<file path="src/design/hp_dac_i2c_params.svh">
`ifndef HP_DAC_I2C_PARAMS_SVH
`define HP_DAC_I2C_PARAMS_SVH

// target address bytes, direction bit included
`define TGT_ADDR_WR     8'h34
`define TGT_ADDR_RD     8'h35

// register offsets
`define REG_ENABLE_STAT 8'h01
`define REG_MUTE_VOL    8'h02
`define REG_OUT_FLOAT   8'h03

// reset values
`define RST_ENABLE_STAT 8'h00
`define RST_MUTE_VOL    8'hC0
`define RST_OUT_FLOAT   8'h00

// enable_and_status fields
`define BIT_LEFT_ON     7
`define BIT_RIGHT_ON    6
`define BIT_THERMAL     1
`define BIT_CHIP_ON     0

// mute_and_volume fields
`define BIT_LEFT_MUTE   7
`define BIT_RIGHT_MUTE  6
`define GAIN_MSB        5
`define GAIN_LSB        1

// output_impedance_control fields
`define BIT_LEFT_FLOAT  1
`define BIT_RIGHT_FLOAT 0

// bits per byte before the acknowledge slot
`define BITS_PER_BYTE   4'h8

`endif

</file>
<file path="src/design/hp_dac_i2c_pkg.sv">
package hp_dac_i2c_pkg;

  // control outputs toward the analog side
  typedef struct packed {
    logic       left_driver_on;
    logic       right_driver_on;
    logic       chip_on;
    logic       left_mute;
    logic       right_mute;
    logic [4:0] gain_level;
    logic       left_output_float;
    logic       right_output_float;
  } ctrl_t;

  // serial engine states
  typedef enum logic [3:0] {
    ST_IDLE,
    ST_ADDR,
    ST_ADDR_ACK,
    ST_REG,
    ST_REG_ACK,
    ST_WDATA,
    ST_WDATA_ACK,
    ST_RDATA,
    ST_RACK,
    ST_RLOAD
  } i2c_state_t;

endpackage

</file>
<file path="src/design/hp_dac_i2c_ctrl.sv">
// What this block does
// i2c target, 8-bit register address, std/fast
// host idles bus over one clock between transfers
// write: addr, register, data, each acknowledged
// direction bit one reads, zero writes
// answer address byte 0x34 write, 0x35 read
// host ends read with nack then stop
// read without nack: hold line until start
// two read formats, incl. repeated start
// reg 1: left, right, chip enables, reset 0
// reg 1 bit1 read-only thermal flag
// reading reg 1 clears thermal flag
// reg 2: mutes set, 5-bit gain, 0xC0
// reg 3: left/right output float, reset 0
// host never writes test registers 0x04+
// host keeps word clock until chip off
// host should mute before format change
// reserved bits read zero, writes ignored
// ack address, register and write bytes

`include "hp_dac_i2c_params.svh"

module hp_dac_i2c_ctrl
  import hp_dac_i2c_pkg::*;
(
  input  wire logic  sys_clk,
  input  wire logic  rst_n,
  input  wire logic  scl_in,
  input  wire logic  sda_in,
  output logic       sda_out,
  output logic       sda_oe,
  input  wire logic  thermal_alarm,
  output ctrl_t      ctrl,
  output logic       thermal_flag
);

  ////////////////////////////////////////////////////////////
  // declarations

  logic [1:0]  scl_sync_r;   // scl synchroniser
  logic [1:0]  sda_sync_r;   // sda synchroniser
  logic [1:0]  therm_sync_r; // thermal alarm synchroniser
  logic        scl_d_r;      // scl one cycle later
  logic        sda_d_r;      // sda one cycle later
  logic        scl_s;        // synced scl
  logic        sda_s;        // synced sda
  logic        scl_rise;     // scl rising edge
  logic        scl_fall;     // scl falling edge
  logic        start_det;    // start or repeated start
  logic        stop_det;     // stop condition

  i2c_state_t  state_r;      // engine state
  logic [3:0]  bit_cnt_r;    // bits of current byte
  logic [7:0]  shift_r;      // receive shifter
  logic [7:0]  tx_r;         // transmit shifter
  logic [7:0]  ptr_r;        // register pointer
  logic        sda_oe_r;     // pulls sda low when set
  logic        sda_out_r;    // level driven, always low

  logic        wr_stb;       // register write strobe
  logic        rd_clr;       // read of reg 1 taken
  logic [7:0]  rd_data;      // read mux
  logic        byte_done;    // eighth bit received

  ctrl_t       ctrl_r;       // control register bits
  logic        thermal_r;    // sticky thermal flag

  ////////////////////////////////////////////////////////////
  // input synchronisers, two flops each

  // first flop feeds only the second
  always_ff @(posedge sys_clk) begin
    if (!rst_n) begin
      scl_sync_r   <= 2'b11;
      sda_sync_r   <= 2'b11;
      therm_sync_r <= 2'b00;
    end else begin
      scl_sync_r   <= {scl_sync_r[0], scl_in};
      sda_sync_r   <= {sda_sync_r[0], sda_in};
      therm_sync_r <= {therm_sync_r[0], thermal_alarm};
    end
  end

  assign scl_s = scl_sync_r[1];
  assign sda_s = sda_sync_r[1];

  // delayed copies for edge detection
  always_ff @(posedge sys_clk) begin
    if (!rst_n) begin
      scl_d_r <= 1'b1;
      sda_d_r <= 1'b1;
    end else begin
      scl_d_r <= scl_s;
      sda_d_r <= sda_s;
    end
  end

  ////////////////////////////////////////////////////////////
  // bus events

  // edges of the oversampled serial clock
  assign scl_rise  = scl_s & ~scl_d_r;
  assign scl_fall  = ~scl_s & scl_d_r;
  // data moving while clock high marks start/stop
  assign start_det = scl_s & scl_d_r & sda_d_r & ~sda_s;
  assign stop_det  = scl_s & scl_d_r & ~sda_d_r & sda_s;
  // full byte shifted in, on the falling edge
  assign byte_done = scl_fall & (bit_cnt_r == `BITS_PER_BYTE);

  ////////////////////////////////////////////////////////////
  // read data mux

  // reserved positions read as zero
  always_comb begin
    rd_data = 8'h00;
    unique case (ptr_r)
      `REG_ENABLE_STAT: begin
        rd_data[`BIT_LEFT_ON]  = ctrl_r.left_driver_on;
        rd_data[`BIT_RIGHT_ON] = ctrl_r.right_driver_on;
        rd_data[`BIT_THERMAL]  = thermal_r;
        rd_data[`BIT_CHIP_ON]  = ctrl_r.chip_on;
      end
      `REG_MUTE_VOL: begin
        rd_data[`BIT_LEFT_MUTE]         = ctrl_r.left_mute;
        rd_data[`BIT_RIGHT_MUTE]        = ctrl_r.right_mute;
        rd_data[`GAIN_MSB:`GAIN_LSB]    = ctrl_r.gain_level;
      end
      `REG_OUT_FLOAT: begin
        rd_data[`BIT_LEFT_FLOAT]  = ctrl_r.left_output_float;
        rd_data[`BIT_RIGHT_FLOAT] = ctrl_r.right_output_float;
      end
      default: begin
        // test space and offset zero read zero
        rd_data = 8'h00;
      end
    endcase
  end

  ////////////////////////////////////////////////////////////
  // serial engine

  // strobes come from the engine state and edges
  assign wr_stb = byte_done & (state_r == ST_WDATA);
  // a byte load of reg 1 toward the host
  assign rd_clr = scl_fall & (ptr_r == `REG_ENABLE_STAT) &
                  ((state_r == ST_RLOAD) ||
                   ((state_r == ST_ADDR_ACK) && shift_r[0]));

  // state, counters, shifters and line drive
  always_ff @(posedge sys_clk) begin
    if (!rst_n) begin
      state_r   <= ST_IDLE;
      bit_cnt_r <= 4'h0;
      shift_r   <= 8'h00;
      tx_r      <= 8'h00;
      ptr_r     <= 8'h00;
      sda_oe_r  <= 1'b0;
    end else if (start_det) begin
      // start or repeated start always restarts
      state_r   <= ST_ADDR;
      bit_cnt_r <= 4'h0;
      sda_oe_r  <= 1'b0;
    end else if (stop_det && state_r != ST_RDATA && state_r != ST_RLOAD) begin
      // a stop inside a read byte is ignored
      state_r  <= ST_IDLE;
      sda_oe_r <= 1'b0;
    end else begin
      unique case (state_r)
        ST_IDLE: begin
          // wait for a start
          sda_oe_r <= 1'b0;
        end
        ST_ADDR, ST_REG, ST_WDATA: begin
          // shift bits in on the rising edge
          if (scl_rise) begin
            shift_r   <= {shift_r[6:0], sda_s};
            bit_cnt_r <= bit_cnt_r + 4'h1;
          end
          if (byte_done) begin
            bit_cnt_r <= 4'h0;
            unique case (state_r)
              ST_ADDR: begin
                // match seven bits, direction in bit 0
                if (shift_r[7:1] == 7'(`TGT_ADDR_WR >> 1)) begin
                  sda_oe_r <= 1'b1;
                  state_r  <= ST_ADDR_ACK;
                end else begin
                  state_r  <= ST_IDLE;
                end
              end
              ST_REG: begin
                // 8-bit register address
                ptr_r    <= shift_r;
                sda_oe_r <= 1'b1;
                state_r  <= ST_REG_ACK;
              end
              default: begin
                // data byte written by wr_stb
                sda_oe_r <= 1'b1;
                state_r  <= ST_WDATA_ACK;
              end
            endcase
          end
        end
        ST_ADDR_ACK: begin
          // end of ack slot picks the direction
          if (scl_fall) begin
            if (shift_r[0]) begin
              // read from current pointer
              tx_r      <= rd_data;
              sda_oe_r  <= ~rd_data[7];
              ptr_r     <= ptr_r + 8'h01;
              bit_cnt_r <= 4'h0;
              state_r   <= ST_RDATA;
            end else begin
              sda_oe_r <= 1'b0;
              state_r  <= ST_REG;
            end
          end
        end
        ST_REG_ACK, ST_WDATA_ACK: begin
          // release and take further data bytes
          if (scl_fall) begin
            sda_oe_r  <= 1'b0;
            bit_cnt_r <= 4'h0;
            state_r   <= ST_WDATA;
            if (state_r == ST_WDATA_ACK) begin
              ptr_r <= ptr_r + 8'h01;
            end
          end
        end
        ST_RDATA: begin
          // drive the byte msb first
          if (scl_rise) begin
            bit_cnt_r <= bit_cnt_r + 4'h1;
          end
          if (byte_done) begin
            // let the host answer
            sda_oe_r <= 1'b0;
            state_r  <= ST_RACK;
          end else if (scl_fall) begin
            tx_r     <= {tx_r[6:0], 1'b1};
            sda_oe_r <= ~tx_r[6];
          end
        end
        ST_RACK: begin
          // host answer sampled on the rising edge
          if (scl_rise) begin
            if (sda_s) begin
              state_r <= ST_IDLE;
            end else begin
              state_r <= ST_RLOAD;
            end
          end
        end
        ST_RLOAD: begin
          // next byte once the ack clock falls
          if (scl_fall) begin
            tx_r      <= rd_data;
            sda_oe_r  <= ~rd_data[7];
            ptr_r     <= ptr_r + 8'h01;
            bit_cnt_r <= 4'h0;
            state_r   <= ST_RDATA;
          end
        end
        default: begin
          state_r <= ST_IDLE;
        end
      endcase
    end
  end

  // open drain: only ever drives low
  always_ff @(posedge sys_clk) begin
    if (!rst_n) begin
      sda_out_r <= 1'b0;
    end else begin
      sda_out_r <= 1'b0;
    end
  end

  ////////////////////////////////////////////////////////////
  // control registers

  // writes land at the pointer, reserved bits dropped
  always_ff @(posedge sys_clk) begin
    if (!rst_n) begin
      ctrl_r.left_driver_on     <= 1'(`RST_ENABLE_STAT >> `BIT_LEFT_ON);
      ctrl_r.right_driver_on    <= 1'(`RST_ENABLE_STAT >> `BIT_RIGHT_ON);
      ctrl_r.chip_on            <= 1'(`RST_ENABLE_STAT >> `BIT_CHIP_ON);
      ctrl_r.left_mute          <= 1'(`RST_MUTE_VOL >> `BIT_LEFT_MUTE);
      ctrl_r.right_mute         <= 1'(`RST_MUTE_VOL >> `BIT_RIGHT_MUTE);
      ctrl_r.gain_level         <= 5'(`RST_MUTE_VOL >> `GAIN_LSB);
      ctrl_r.left_output_float  <= 1'(`RST_OUT_FLOAT >> `BIT_LEFT_FLOAT);
      ctrl_r.right_output_float <= 1'(`RST_OUT_FLOAT >> `BIT_RIGHT_FLOAT);
    end else if (wr_stb) begin
      unique case (ptr_r)
        `REG_ENABLE_STAT: begin
          // thermal bit is read-only
          ctrl_r.left_driver_on  <= shift_r[`BIT_LEFT_ON];
          ctrl_r.right_driver_on <= shift_r[`BIT_RIGHT_ON];
          ctrl_r.chip_on         <= shift_r[`BIT_CHIP_ON];
        end
        `REG_MUTE_VOL: begin
          ctrl_r.left_mute  <= shift_r[`BIT_LEFT_MUTE];
          ctrl_r.right_mute <= shift_r[`BIT_RIGHT_MUTE];
          ctrl_r.gain_level <= shift_r[`GAIN_MSB:`GAIN_LSB];
        end
        `REG_OUT_FLOAT: begin
          ctrl_r.left_output_float  <= shift_r[`BIT_LEFT_FLOAT];
          ctrl_r.right_output_float <= shift_r[`BIT_RIGHT_FLOAT];
        end
        default: begin
          // other offsets hold nothing
          ctrl_r <= ctrl_r;
        end
      endcase
    end
  end

  ////////////////////////////////////////////////////////////
  // thermal flag

  // sticky; a live alarm wins over the read clear
  always_ff @(posedge sys_clk) begin
    if (!rst_n) begin
      thermal_r <= 1'b0;
    end else if (therm_sync_r[1]) begin
      thermal_r <= 1'b1;
    end else if (rd_clr) begin
      thermal_r <= 1'b0;
    end
  end

  ////////////////////////////////////////////////////////////
  // outputs, all straight from flops

  assign ctrl         = ctrl_r;
  assign thermal_flag = thermal_r;
  assign sda_oe       = sda_oe_r;
  assign sda_out      = sda_out_r;

endmodule

</file>
<file path="config.mk">
export PLATFORM = sky130hd
export DESIGN_NAME = hp_dac_i2c_ctrl
export DESIGN_NICKNAME = d
export VERILOG_FILES = /design/src/design/hp_dac_i2c_pkg.sv /design/src/design/hp_dac_i2c_ctrl.sv
export VERILOG_INCLUDE_DIRS = /design/src /design/src/design
export SDC_FILE = /design/constraint.sdc
export NUM_CORES = 1
export LEC_CHECK = 0
export BUFFER_PORTS_ARGS = -buffer_cell sky130_fd_sc_hd__buf_2
export CORE_MARGIN = 2
export CORE_UTILIZATION = 64
export CTS_CLUSTER_DIAMETER = 120
export CTS_CLUSTER_SIZE = 24
export DETAILED_ROUTE_END_ITERATION = 8
export PLACE_DENSITY = 0.84
export REMOVE_ABC_BUFFERS = 1
export SETUP_SLACK_MARGIN = 0.02
export SKIP_CTS_REPAIR_TIMING = 1
export SYNTH_ARGS = -nofsm -noshare
export SYNTH_HDL_FRONTEND = slang
export SYNTH_SLANG_ARGS = --single-unit
</file>
<file path="constraint.sdc">
create_clock -name sys_clk -period 3.3 [get_ports sys_clk]
set_input_delay 0.66 -clock sys_clk [delete_from_list [all_inputs] [get_ports sys_clk]]
set_output_delay 0.66 -clock sys_clk [all_outputs]
set_load 0.05 [all_outputs]
</file>
======== Word-level counts from Yosys, hierarchy flattened ========
Index checks and enable logic that the tools add are counted.
storage, ports and cells
  output and inout port bits .............. 15
  bits in read-only memories .............. 0
  bits in registers ....................... 53
  input port bits ......................... 5
  logic and storage cells ................. 155
  bits in latches ......................... 0
  memories ................................ 0
  memory bits (writable) .................. 0
cells by class
  $mul .................................... 0
  add/sub/neg operators ................... 2
  div/mod/pow operators ................... 0
  magnitude comparators ................... 0
  muxes and demuxes ....................... 49
  shift-type cells ........................ 0
  reductions and logical operators ........ 25
  equality and inequality tests ........... 37
  bitwise operators ....................... 21
operators by type and width
  kind                   number
  $mux W8                7
  $mux W4                13
  $mux W7                5
  $pmux W8 S4            1
  $pmux W4 S7            1
  $ne A2 B2 Y1 const B   11
  $pmux W7 S3            1
  $reduce_and A7 Y1      3
  $ne A4 B4 Y1 const B   5
  $eq A4 B3 Y1 const B   4
  $eq A8 B2 Y1 const B   2
  $pmux W4 S4            1
  $mux W1                13
  $eq A4 B4 Y1 const B   3
  $ne A4 B3 Y1 const B   3
  $and A1 B1 Y1          11
  $not A1 Y1             10
  $reduce_and A10 Y1     1
  $ne A3 B3 Y1 const B   3
  $reduce_or A3 Y1       3
  $add A8 B1 Y8 const B  1
  $eq A4 B2 Y1 const B   2
  $eq A8 B1 Y1 const B   1
  $pmux W4 S2            1
  22 further kinds       28

======== Depth between registers and ports, before layout ========
  depth after elaboration ................. 7
  gate-level depth with buffers ........... 10
  depth with buffers taken out ............ 8

======== Worst setup path after synthesis ========
Ideal clock, no wire load.
  kind .................................... register to register
  from .................................... reg state_r[0]
  to ...................................... reg tx_r[4]
  arrival ................................. 1734 ps
  library setup time ...................... 141 ps
  stages on the path, launching flop included .. 9
  clock period less this slack ............ 1875 ps
  buffers on the path ..................... 2
  setup slack ............................. 1425 ps
  data required time ...................... 3159 ps
  cells stage by stage .................... dfxtp_1 -> buf_6 -> or3b_1 -> or3_1 -> and4_4 -> o211a_2 -> buf_6 -> nor2_1 -> a311oi_2
between the ends
  longest elaborated chain between the ends .. 5
  elaborated cells between the ends (all ways) .. 16
  those cells by class .................... eq/ne: 10; mux: 1; bitwise: 1; reduce/logical: 4
ends and longest elaborated chain
  item                                RTL line                source
  start: declaration                  hp_dac_i2c_ctrl.sv:52   i2c_state_t state_r;
  start signal: assignment            hp_dac_i2c_ctrl.sv:152  state_r <= ST_IDLE;
  start signal: assignment            hp_dac_i2c_ctrl.sv:160  state_r <= ST_ADDR;
  start signal: assignment            hp_dac_i2c_ctrl.sv:165  state_r <= ST_IDLE;
  $ne A4 B3 Y1                        hp_dac_i2c_ctrl.sv:163  end else if (stop_det && state_r != ST_RDATA && state_r != ST_RLOAD) begin
  $logic_and A1 B1 Y1 (2 in a row)    hp_dac_i2c_ctrl.sv:163
  $not A1 Y1 (no source line)         n/a
  $reduce_and A8 Y1 (no source line)  n/a
  end signal: assignment              hp_dac_i2c_ctrl.sv:210  tx_r <= rd_data;
  end signal: assignment              hp_dac_i2c_ctrl.sv:242  tx_r <= {tx_r[6:0], 1'b1};
  end signal: assignment              hp_dac_i2c_ctrl.sv:259  tx_r <= rd_data;
  end: declaration                    hp_dac_i2c_ctrl.sv:55   logic [7:0] tx_r;
Several ways; a longest one is shown, not always the timed one.
A chain may end at the register's enable or synchronous reset.

======== Worst setup path after layout ========
  from .................................... reg state_r[0]
  to ...................................... reg ctrl_r (netlist bit ctrl[7])
between the ends
  longest elaborated chain between the ends .. 3
ends and longest elaborated chain
  item                                RTL line                source
  $eq A4 B3 Y1                        hp_dac_i2c_ctrl.sv:143  assign wr_stb = byte_done & (state_r == ST_WDATA);
  $and A1 B1 Y1                       hp_dac_i2c_ctrl.sv:143
  $reduce_and A2 Y1 (no source line)  n/a
  end signal: assignment              hp_dac_i2c_ctrl.sv:315  ctrl_r <= ctrl_r;
  end: declaration                    hp_dac_i2c_ctrl.sv:65   ctrl_t ctrl_r;
No other way between the ends.

==> flow_summary.toml <==
[worst_setup_path]
worstPathMaxFanout = 19
cp_cell_sequence = "inv_1, or3_1, nor3_1, nor2b_1, buf_4, mux2i_1, nand2_1"
critical-path-slowest-cell = "dfxtp_1"
crit_required_ns = 3.49
path_class = "register to register"
cp.arrival_ns = 2.62
cpPeakStageDelay_ns = 0.76
cp_num_buf_inv = 2
crit_path_end_kind = "register"
rrSetupSlack_ns = 0.87
cp-start-kind = "register"
crit_family = "simple AND/OR/NAND/NOR gates"

[cells_and_area]
drive_above_1_share_pct = 13.7
final_util_pct = 69.1
fin_nets = 345
syn_to_final_growth_pct = 4.96
antenna_cells = 0
final_common_cell = "dfxtp_1"
final_cell_mix = "53 x dfxtp_1, 44 x nor2_1, 27 x nand2_1, 24 x a21oi_1, 23 x mux2i_1"

[floorplanning]
num_rows = 24
start_util_pct = 65.9
io_pins = 20
fp.coreArea_um2 = 4290
die_height_um = 70.5
die_w_um = 70.5
die_area_um2 = 4970

[synthesis]
ys_warn_count = 0
synth-main-ff-cell = "dfxtp_1"
synth-seq-area-share_pct = 37.5
synth_area_um2 = 2830
synth-edff-count = 0
syn_area_per_cell_um2 = 8.57
yosys.cell_types.count = 59
synth.ff_latch_count = 53
synth_cells = 330
synthArstFlopShare_pct = 0

[route]
routed_wl_um = 6200
wl_met3_um = 388
highest_layer = "met4"
drtPass1Iterations = 6
route.antenna.remaining_nets = 0
wl_met2_um = 2830
routed_via_density = 6.39
wl_met1_um = 2890
drc_errors = 0
wl_per_cell_um = 16.0
first_iter_violations = 386
vias = 2480

[timing]
period_needed_ns = 2.43
fmax_ghz = 0.411
setup_tns_ns = 0
slew_viol_final = 0
final_hold_viol_count = 0
rsz0062_at_grt = "no"
slew_headroom_pct = 55.4
finalCritPeriodShare_pct = 73.7
worst_slew_pin_slew_ns = 0.669
setup_viol = 0
hold_ws_ns = 0.412
skew_ns = 0.0128

[flow_run]
cap_violations = 0

[cts]
cts_root_buffer = "clkbuf_8"
clk_path_buf_depth = 2
cts_max_level = 2
numCtsBuffers = 5
cts_tree = "yes"
clock_latency_ns = 0.31
clkTransAtPathRegs_ns = 0.10
clock_sinks = 53

[power_and_ir_drop]
ir_worst_vdd_mv = 0.356
power.leakage_nw = 1.11
p_per_area_nw_per_um2 = 362
p_total_mw = 1.08

[min_path]
hold_path_class = "register to register"

[grt]
grt.total_usage_pct = 25.9
grt_first_pass_wirelength_um = 10500
grt_max_degree = 36
grt_remaining_overflow = 0
grt_pass1_vias = 2215
antenna_found_initial = 0

[place]
gp_congestion = 0.939
dp_hpwl_um = 4320
portBuffers = 18

[run_status]
status = "complete, no violations"
==> report_power, final <==
part / switching [mW] / internal, mW
Combinational: 0.0337 / 0.0158
Sequential: 0.00752 / 0.645
Clock: 0.222 / 0.151
==> path summary, 6_finish.rpt <==
path,start,end,cells after the start
worst min register to register,scl_sync_r[0],scl_sync_r[1],1
worst max register to register,state_r[0],ctrl[7],7
worst min-delay path,scl_sync_r[0],scl_sync_r[1],1
worst max-delay path,state_r[0],ctrl[7],7
==> worst reg2reg max path, stage by stage, from the launching register on <==
cell	delay, ns
dfxtp_1	0.76
inv_1	0.25
or3_1	0.42
nor3_1	0.22
nor2b_1	0.17
buf_4	0.19
mux2i_1	0.23
nand2_1	0.07
==> metrics by stage <==
| step | std cells | setup slack, ns | cell area, µm² |
|---|---|---|---|
| after floorplan | 306 | 0.829 | 2690 |
| after global placement | 380 | 1.01 | 2880 |
| after detailed placement | 380 | 0.910 | 2880 |
| after CTS | 388 | 0.899 | 2970 |
| after global routing | 388 | 0.587 | 2970 |
| final | 388 | 0.867 | 2970 |
==> state kept, by name, indices dropped and copies added, names as in the netlist, 2 cells and up <==
signal	flops
state_r	4
tx_r	7
bit_cnt_r	4
ctrl	12
ptr_r	8
sda_sync_r	2
shift_r	8
scl_sync_r	2
therm_sync_r	2
==> logic make-up after synthesis <==
group	share of synthesized area, %
muxes	8.14
buffers and inverters	5.97
adders and majority gates	2.21
and+or+nand+nor	25.4
other	0.133
AOI/OAI and AO/OA	20.6
DFF	37.5
==> Yosys cell counts, types with 5 or more instances <==
master	instances	area, µm²
dfxtp_1	53	1060
nor3_1	10	50.1
nor2b_1	5	31.3
nor2_1	44	165
nand2_1	27	101
clkbuf_1	11	41.3
a21oi_1	24	120
buf_2	6	30.0
inv_1	8	30.0
nand2b_1	8	50.1
o21ai_0	7	35.0
nand3_1	7	35.0
o32ai_1	7	61.3
mux2i_1	23	230
ha_1	5	62.6
==> layout make-up <==
class	instances	area [µm²]
multi-input combinational	244	1600
fill	341	1330
sequential	53	1060
timing repair buffer	22	120
clock buffer	5	68.8
tap	52	65.1
inverter	9	33.8
clock inverter	3	21.3
==> metal layers <==
metal  global-route usage (%)  up-vias
met5                        0        -
met4                     8.55        0
met3                     5.34       14
met2                     39.8      104
met1                     36.2     1169
li1                         -     1193
Power figures use the tool's default switching activity.
